`config.mk`:
```
export PLATFORM = sky130hd
export DESIGN_NAME = ims_master
export DESIGN_NICKNAME = d
export VERILOG_FILES = /design/src/logic/ims_pkg.sv /design/src/logic/ims_master.sv
export VERILOG_INCLUDE_DIRS = /design/src /design/src/logic
export SDC_FILE = /design/constraint.sdc
export NUM_CORES = 1
export LEC_CHECK = 0
export BUFFER_PORTS_ARGS = -buffer_cell sky130_fd_sc_hd__buf_2
export CAP_MARGIN = 10
export CORE_MARGIN = 4
export CORE_UTILIZATION = 40
export DETAILED_ROUTE_END_ITERATION = 12
export GPL_ROUTABILITY_DRIVEN = 0
export GPL_TIMING_DRIVEN = 0
export HOLD_SLACK_MARGIN = 0.12
export PLACE_DENSITY_LB_ADDON = 0.08
export SLEW_MARGIN = 5
export SYNTH_ARGS = -nofsm -noshare
export SYNTH_HDL_FRONTEND = slang
export SYNTH_SLANG_ARGS = --single-unit
```
`constraint.sdc`:
```
create_clock -name clk_sys -period 4.65 [get_ports clk_sys]
set_input_delay 0 -clock clk_sys [delete_from_list [all_inputs] [get_ports clk_sys]]
set_output_delay 0 -clock clk_sys [all_outputs]
set_load 0.02 [all_outputs]
```
`src/logic/ims_defines.svh`:
```
// register map, field positions and reset values of the two-wire master sequencer
`ifndef IMS_DEFINES_SVH
`define IMS_DEFINES_SVH
`define IMS_ADDR_CTL      3'h0
`define IMS_ADDR_STAT     3'h1
`define IMS_ADDR_FLAGS    3'h2
`define IMS_ADDR_RELOAD   3'h3
`define IMS_ADDR_BUF      3'h4
`define IMS_REQ_START     0
`define IMS_REQ_RESTART   1
`define IMS_REQ_STOP      2
`define IMS_REQ_RECV      3
`define IMS_REQ_ACK       4
`define IMS_CTL_ACKVAL    5
`define IMS_CTL_ACKRX     6
`define IMS_REQ_NONE      5'h00
`define IMS_RELOAD_RST    8'h00
`define IMS_BYTE_RST      8'h00
`define IMS_BIT_FIRST     4'h0
`define IMS_BIT_LASTDATA  4'h7
`define IMS_BIT_ACK       4'h8
`define IMS_BIT_STEP      4'h1
`endif

```
`src/logic/ims_pkg.sv`:
```
// types shared by the two-wire master sequencer
package ims_pkg;
   typedef enum logic [4:0] {
      S_IDLE, S_ST_WAIT, S_ST_HOLD,
      S_RS_LOW, S_RS_SDA, S_RS_WAIT, S_RS_HI, S_RS_LO,
      S_BLOW, S_BWAIT, S_BHIGH,
      S_SP_LOW, S_SP_A, S_SP_WAIT, S_SP_B, S_SP_C
   } ims_state_type;
   typedef enum logic [1:0] {M_TX, M_RX, M_ACK} ims_mode_type;
   typedef struct packed {
      logic ovf;
      logic write_collision_flag;
      logic coll;
      logic ev;
   } ims_flags_type;
endpackage

```
`src/logic/ims_master.sv`:
```
// two-wire bus master sequencer: start, restart, byte tx/rx, ack and stop
`timescale 1ns/10ps
`default_nettype none
`include "ims_defines.svh"
module ims_master #(
   parameter int CW = 8
) (
   input  wire logic       clk_sys,
   input  wire logic       rst,
   input  wire logic [2:0] bus_addr,
   input  wire logic [7:0] bus_wdata,
   input  wire logic       bus_wr,
   input  wire logic       bus_rd,
   output var  logic [7:0] bus_rdata,
   input  wire logic       scl_i,
   output var  logic       scl_o,
   output var  logic       scl_oe,
   input  wire logic       sda_i,
   output var  logic       sda_o,
   output var  logic       sda_oe,
   output var  logic       event_o
);
   ims_pkg::ims_state_type st_q;
   ims_pkg::ims_mode_type  mode_q;
   ims_pkg::ims_flags_type flg_q;
   logic [CW-1:0] cnt_q;
   logic [CW-1:0] reload_q;
   logic [4:0]    req_q;
   logic [7:0]    buf_q;
   logic [7:0]    shift_q;
   logic [3:0]    bit_q;
   logic [7:0]    rdata_q;
   logic          ack_val_q, ack_rx_q, bf_q, scl_lo_q, sda_lo_q, sda_nxt_q;
   logic          scl_m_q, scl_s_q, sda_m_q, sda_s_q, sda_p_q;
   logic          start_seen_q, stop_seen_q;
   logic          tmo, wr_ctl, wr_buf, idle;

   assign tmo    = (cnt_q == '0);
   assign wr_ctl = bus_wr && (bus_addr == `IMS_ADDR_CTL);
   assign wr_buf = bus_wr && (bus_addr == `IMS_ADDR_BUF);
   assign idle   = (st_q == ims_pkg::S_IDLE) && (req_q == `IMS_REQ_NONE);

   // open-drain pins: only ever pulled low
   assign scl_o     = 1'b0;
   assign sda_o     = 1'b0;
   assign scl_oe    = scl_lo_q;
   assign sda_oe    = sda_lo_q;
   assign event_o   = flg_q.ev;
   assign bus_rdata = rdata_q;

   // pin synchronisers
   always_ff @(posedge clk_sys) begin
      if (rst) begin
         {scl_m_q, scl_s_q, sda_m_q, sda_s_q, sda_p_q} <= 5'h1F;
      end else begin
         {scl_s_q, scl_m_q} <= {scl_m_q, scl_i};
         {sda_p_q, sda_s_q, sda_m_q} <= {sda_s_q, sda_m_q, sda_i};
      end
   end

   // start and stop patterns seen on the lines
   always_ff @(posedge clk_sys) begin
      if (rst) begin
         {start_seen_q, stop_seen_q} <= 2'h0;
      end else if (scl_s_q && sda_p_q && !sda_s_q) begin
         start_seen_q <= 1'b1;
         stop_seen_q  <= 1'b0;
      end else if (scl_s_q && !sda_p_q && sda_s_q) begin
         start_seen_q <= 1'b0;
         stop_seen_q  <= 1'b1;
      end
   end

   // register read data, one cycle after the strobe
   always_ff @(posedge clk_sys) begin
      if (rst) begin
         rdata_q <= `IMS_BYTE_RST;
      end else if (bus_rd) begin
         case (bus_addr)
            `IMS_ADDR_CTL:    rdata_q <= {1'b0, ack_rx_q, ack_val_q, req_q};
            `IMS_ADDR_STAT:   rdata_q <= {4'h0, ~idle, stop_seen_q, start_seen_q, bf_q};
            `IMS_ADDR_FLAGS:  rdata_q <= {4'h0, flg_q};
            `IMS_ADDR_RELOAD: rdata_q <= 8'(reload_q);
            `IMS_ADDR_BUF:    rdata_q <= buf_q;
            default:          rdata_q <= `IMS_BYTE_RST;
         endcase
      end
   end

   task automatic abort_seq();
      st_q     <= ims_pkg::S_IDLE;
      req_q    <= `IMS_REQ_NONE;
      scl_lo_q <= 1'b0;
      sda_lo_q <= 1'b0;
      flg_q.coll <= 1'b1;
   endtask

   // sequencer; later assignments win, so hardware sets beat software clears
   always_ff @(posedge clk_sys) begin
      if (rst) begin
         st_q      <= ims_pkg::S_IDLE;
         mode_q    <= ims_pkg::M_TX;
         flg_q     <= '0;
         cnt_q     <= '0;
         reload_q  <= CW'(`IMS_RELOAD_RST);
         req_q     <= `IMS_REQ_NONE;
         buf_q     <= `IMS_BYTE_RST;
         shift_q   <= `IMS_BYTE_RST;
         bit_q     <= `IMS_BIT_FIRST;
         {ack_val_q, ack_rx_q, bf_q, scl_lo_q, sda_lo_q, sda_nxt_q} <= 6'h00;
      end else begin
         if (cnt_q != '0) begin
            cnt_q <= cnt_q - CW'(1);
         end
         if (bus_wr && bus_addr == `IMS_ADDR_FLAGS) begin
            flg_q <= flg_q & ~bus_wdata[3:0];
         end
         if (bus_wr && bus_addr == `IMS_ADDR_RELOAD) begin
            reload_q <= CW'(bus_wdata);
         end
         if (bus_rd && bus_addr == `IMS_ADDR_BUF) begin
            bf_q <= 1'b0;
         end
         if (wr_ctl) begin
            ack_val_q <= bus_wdata[`IMS_CTL_ACKVAL];
            if (idle) begin
               req_q <= bus_wdata[4:0];
            end
         end
         if (wr_buf) begin
            if (!idle) begin
               flg_q.write_collision_flag <= 1'b1;
            end else begin
               buf_q    <= bus_wdata;
               shift_q  <= bus_wdata;
               bf_q     <= 1'b1;
               mode_q   <= ims_pkg::M_TX;
               bit_q    <= `IMS_BIT_FIRST;
               scl_lo_q <= 1'b1;
               sda_nxt_q <= ~bus_wdata[7];
               cnt_q    <= reload_q;
               st_q     <= ims_pkg::S_BLOW;
            end
         end
         case (st_q)
            ims_pkg::S_IDLE: begin
               if (req_q[`IMS_REQ_START]) begin
                  if (!(scl_s_q && sda_s_q)) begin
                     abort_seq();
                  end else begin
                     cnt_q <= reload_q;
                     st_q  <= ims_pkg::S_ST_WAIT;
                  end
               end else if (req_q[`IMS_REQ_RESTART]) begin
                  scl_lo_q <= 1'b1;
                  st_q     <= ims_pkg::S_RS_LOW;
               end else if (req_q[`IMS_REQ_STOP]) begin
                  scl_lo_q <= 1'b1;
                  sda_lo_q <= 1'b1;
                  st_q     <= ims_pkg::S_SP_LOW;
               end else if (req_q[`IMS_REQ_RECV]) begin
                  mode_q   <= ims_pkg::M_RX;
                  bit_q    <= `IMS_BIT_FIRST;
                  scl_lo_q <= 1'b1;
                  sda_nxt_q <= 1'b0;
                  cnt_q    <= reload_q;
                  st_q     <= ims_pkg::S_BLOW;
               end else if (req_q[`IMS_REQ_ACK]) begin
                  mode_q   <= ims_pkg::M_ACK;
                  scl_lo_q <= 1'b1;
                  sda_nxt_q <= ~ack_val_q;
                  cnt_q    <= reload_q;
                  st_q     <= ims_pkg::S_BLOW;
               end
            end
            ims_pkg::S_ST_WAIT: begin
               if (!scl_s_q) begin
                  abort_seq();
               end else if (tmo) begin
                  if (sda_s_q) begin
                     sda_lo_q <= 1'b1;
                     cnt_q    <= reload_q;
                     st_q     <= ims_pkg::S_ST_HOLD;
                  end else begin
                     abort_seq();
                  end
               end
            end
            ims_pkg::S_ST_HOLD: begin
               if (tmo) begin
                  req_q[`IMS_REQ_START] <= 1'b0;
                  flg_q.ev <= 1'b1;
                  st_q     <= ims_pkg::S_IDLE;
               end
            end
            ims_pkg::S_RS_LOW: begin
               if (!scl_s_q) begin
                  sda_lo_q <= 1'b0;
                  cnt_q    <= reload_q;
                  st_q     <= ims_pkg::S_RS_SDA;
               end
            end
            ims_pkg::S_RS_SDA: begin
               if (tmo) begin
                  if (sda_s_q) begin
                     scl_lo_q <= 1'b0;
                     st_q     <= ims_pkg::S_RS_WAIT;
                  end else begin
                     abort_seq();
                  end
               end
            end
            ims_pkg::S_RS_WAIT: begin
               if (scl_s_q) begin
                  if (!sda_s_q) begin
                     abort_seq();
                  end else begin
                     cnt_q <= reload_q;
                     st_q  <= ims_pkg::S_RS_HI;
                  end
               end
            end
            ims_pkg::S_RS_HI: begin
               if (!scl_s_q || !sda_s_q) begin
                  abort_seq();
               end else if (tmo) begin
                  sda_lo_q <= 1'b1;
                  cnt_q    <= reload_q;
                  st_q     <= ims_pkg::S_RS_LO;
               end
            end
            ims_pkg::S_RS_LO: begin
               if (tmo) begin
                  scl_lo_q <= 1'b1;
                  req_q[`IMS_REQ_RESTART] <= 1'b0;
                  flg_q.ev <= 1'b1;
                  st_q     <= ims_pkg::S_IDLE;
               end
            end
            ims_pkg::S_BLOW: begin
               // data moves one cycle after the clock fell, never with it
               sda_lo_q <= sda_nxt_q;
               if (tmo) begin
                  scl_lo_q <= 1'b0;
                  st_q     <= ims_pkg::S_BWAIT;
               end
            end
            ims_pkg::S_BWAIT: begin
               if (scl_s_q) begin
                  cnt_q <= reload_q;
                  st_q  <= ims_pkg::S_BHIGH;
               end
            end
            ims_pkg::S_BHIGH: begin
               if (tmo) begin
                  scl_lo_q <= 1'b1;
                  cnt_q    <= reload_q;
                  bit_q    <= bit_q + `IMS_BIT_STEP;
                  st_q     <= ims_pkg::S_BLOW;
                  case (mode_q)
                     ims_pkg::M_TX: begin
                        shift_q <= {shift_q[6:0], 1'b0};
                        if (bit_q == `IMS_BIT_ACK) begin
                           ack_rx_q <= sda_s_q;
                           flg_q.ev <= 1'b1;
                           st_q     <= ims_pkg::S_IDLE;
                        end else if (bit_q == `IMS_BIT_LASTDATA) begin
                           bf_q     <= 1'b0;
                           sda_nxt_q <= 1'b0;
                        end else begin
                           sda_nxt_q <= ~shift_q[6];
                        end
                     end
                     ims_pkg::M_RX: begin
                        shift_q <= {shift_q[6:0], sda_s_q};
                        if (bit_q == `IMS_BIT_LASTDATA) begin
                           req_q[`IMS_REQ_RECV] <= 1'b0;
                           buf_q    <= {shift_q[6:0], sda_s_q};
                           bf_q     <= 1'b1;
                           flg_q.ev <= 1'b1;
                           if (bf_q) begin
                              flg_q.ovf <= 1'b1;
                           end
                           st_q <= ims_pkg::S_IDLE;
                        end
                     end
                     default: begin
                        req_q[`IMS_REQ_ACK] <= 1'b0;
                        flg_q.ev <= 1'b1;
                        st_q     <= ims_pkg::S_IDLE;
                     end
                  endcase
               end
            end
            ims_pkg::S_SP_LOW: begin
               if (!sda_s_q) begin
                  cnt_q <= reload_q;
                  st_q  <= ims_pkg::S_SP_A;
               end
            end
            ims_pkg::S_SP_A: begin
               if (tmo) begin
                  scl_lo_q <= 1'b0;
                  st_q     <= ims_pkg::S_SP_WAIT;
               end
            end
            ims_pkg::S_SP_WAIT: begin
               if (scl_s_q) begin
                  cnt_q <= reload_q;
                  st_q  <= ims_pkg::S_SP_B;
               end
            end
            ims_pkg::S_SP_B: begin
               if (tmo) begin
                  sda_lo_q <= 1'b0;
                  cnt_q    <= reload_q;
                  st_q     <= ims_pkg::S_SP_C;
               end
            end
            ims_pkg::S_SP_C: begin
               if (tmo) begin
                  req_q[`IMS_REQ_STOP] <= 1'b0;
                  flg_q.ev <= 1'b1;
                  st_q     <= ims_pkg::S_IDLE;
               end
            end
            default: begin
               st_q <= ims_pkg::S_IDLE;
            end
         endcase
      end
   end
endmodule
`default_nettype wire

```
==> key figures <==
Die
  – Starting Density: 0.409
  – Die H: 119 um
  – Num rows: 40
  – Area of the die: between 0.01 and 0.015 sq mm
  – Area of the core: around 0.012 sq mm
  – Io pins: 30
  – Die W: 119 um

Global routing
  – Global-route wire length before repair: roughly 29000 um
  – Pin count of the biggest net entering global routing: 14
  – GRT Residual Overflow: 0
  – Antenna violations before repair: 0
  – Vias in the first global route: 5194
  – GR Util All Layers: 0.256

Timing
  – Crit path time final: 2.88 ns
  – Slew @ Worst Pin: 0.823 ns
  – # setup viols final: 0
  – Slew headroom: 0.449
  – Max-slew violations: 0
  – Final hold vios: 0
  – RSZ-0062 raised after global routing: no
  – Hold_ws: approximately 0.17 ns
  – Period Utilization, post-route: 0.619
  – Fmax: approximately 350 MHz
  – Setup TNS: 0 ns
  – Setup Skew: 0.00540 ns

Cells and area
  – # fillers: 1261
  – Commonest cells after routing, fill and taps aside: 92 x nand2_1, 73 x nor2_1, 72 x dfxtp_1, 58 x a21oi_1, 41 x buf_2
  – Layout area overhead: 15.4%
  – Final core utilization: 0.472
  – Commonest non-fill, non-tap cell in the layout: nand2_1
  – Share of cells above drive strength 1: 0.129
  – Post-layout net count: 742
  – Ant diodes: 0
  – Final instance area: about 0.0057 sq mm

Setup path
  – Crit-path leading delay family: buffers and inverters
  – Buf+Inv Stages, Crit Path: 3
  – Most common cell on crit path: clkbuf_1
  – CP max-delay cell: a2111oi_0
  – Worst path cell trace: clkbuf_1 > clkbuf_1 > clkbuf_1 > o221ai_1 > a2111oi_0 > a211oi_1
  – Worst setup SP type: flip-flop
  – CP max FO: 10
  – Critical Path Max Stage Delay: 0.56 ns
  – Worst Path Required: about 4.8 ns
  – CP Class: flip-flop to flip-flop
  – Register-to-register setup slack: ~1.8 ns
  – Setup crit end kind: flip-flop
  – CP Data Arrival Time: roughly 3 ns

Synthesis
  – Yosys warns: 0
  – Yosys top cell area share: 0.292
  – Syn Inst Count: approximately 670
  – Leading area contributor after synthesis: dfxtp_1
  – Syn_area_per_cell: ~7.4 sq um
  – Seq/Total Area, Yosys: 0.292
  – Async SR Flop Fraction: 0
  – Cell area after synthesis: 0.00493 sq mm
  – Synth Register Bits: 72
  – Post-synth cell types: slightly below 90
  – EDFF count, synth: 0
  – Main synth FF type: dfxtp_1
  – Synth area leaders: dfxtp_1 29%, nand2_1 7.0%, a21oi_1 5.9%

Route
  – Met2 wire len: between 8000 and 9000 um
  – WL met3: about 1700 um
  – Via Count: 5477
  – Wl on met1: roughly 8000 um
  – DR iter-0 viols: roughly 740
  – Drt pass-1 iters: 5
  – Top Layer Used: met4
  – Via/cell ratio: ~6.1
  – Wire length per cell: around 21 um
  – ANT nets after route: 0
  – WL final: between 15000 and 20000 um
  – DRC errors left: 0

Clock network
  – # resized after CTS: 0
  – Hold Buf Count CTS: 11
  – Clock Path Buffers: 2
  – CTS Buf Count: 9
  – Clock slew at reported path FFs: 0.06 ns
  – Worst skew pair latency: 0.34 ns
  – Htree depth: 3
  – CTS tree: built
  – Clock Sink Count: 72
  – Post-CTS setup buffers: 0
  – CTS root buf: clkbuf_16

Placed design
  – Post-Place Cell Area: 0.00528 sq mm
  – Port-buffer cells: 26
  – Detailed-placement wirelength estimate: 13800 um

Power
  – Total power: between 2 and 2.5 mW
  – P_leak: 2.15 nW
  – Power per cell area: ~370 mW/mm^2
  – Max VDD drop: 0.300 mV

Status
  – Status: finished clean

Flow run
  – Max cap viols: 0

Worst hold path
  – Tightest Hold Check Type: input port to flip-flop
## cell families after synthesis
logic type | synth area share
compound gates | 0.260
xor+xnor | 0.0124
fa+ha+maj | 0.0101
buf+inv | 0.0517
flops | 0.292
mux | 0.0337
other cells | 0.000760
simple gates | 0.339
## synthesized netlist by cell type, drive strengths merged, types with 5 or more instances
cell,number
a21oi,58
inv,10
xnor2,6
buf,22
nand2,93
dfxtp,72
or3,7
clkbuf,25
o22ai,7
nand3,23
a31oi,11
nor3b,7
o211ai,5
o21ai,31
nor2,74
a21o,7
nor2b,17
and3,11
mux2,5
a311oi,5
or2,10
nand2b,10
a211oi,8
a22oi,12
nor3,33
mux2i,11
nor4,7
## final timing paths
check,cells past startpoint,to,from
worst max-delay path,6,scl_oe$_SDFF_PP0_,scl_s_q$_SDFF_PP1_
worst min-delay path,4,bus_rdata[7]$_SDFFE_PP0P_,bus_addr[1]
worst max register to register,6,scl_oe$_SDFF_PP0_,scl_s_q$_SDFF_PP1_
worst min register to register,1,scl_s_q$_SDFF_PP1_,scl_m_q$_SDFF_PP1_
## metrics by stage
stage	worst slack, ns	std cells
after floorplan	2.60	673
after global placement	1.95	867
after detailed placement	1.98	867
after CTS	1.97	894
after global routing	1.78	894
final	1.77	894
## per-layer routing
metal / up-vias / GRT usage
met3: 56 / 0.0532
met4: 0 / 0.102
li1: 2546 / -
met2: 301 / 0.390
met5: - / 0
met1: 2574 / 0.352
## cell type report
class	instances	area, sq um	share of cell area
Buffer	47	218	0.0382
Tap cell	168	210	0.0369
Sequential cell	72	1440	0.253
Clock buffer	10	239	0.0420
Timing Repair Buffer	37	240	0.0422
Inverter	10	37.5	0.00659
Multi-Input combinational cell	544	3240	0.570
Clock inverter	6	65.1	0.0114
## report_power, final
part | switching, mW | internal, mW | total (mW)
sequential | 0.0408 | 0.653 | 0.693
combinational | 0.448 | 0.251 | 0.699
clock | 0.296 | 0.432 | 0.728
## sequential cells by signal, summed over array words and instances (netlist names), 2 cells and up
name       flops
bit_q          4
buf_q          8
bus_rdata      8
cnt_q          8
flg_q          3
mode_q         2
reload_q       8
req_q          5
shift_q        7
st_q           5
## worst register-to-register path, delay by kind of cell, from the launching register on
kind | cells | cell delay [ns]
AO/OA/AOI/OAI | 3 | 0.95
flip-flops | 1 | 0.31
buffers and inverters | 3 | 1.48
No activity file was read; power rests on OpenSTA's default activity.
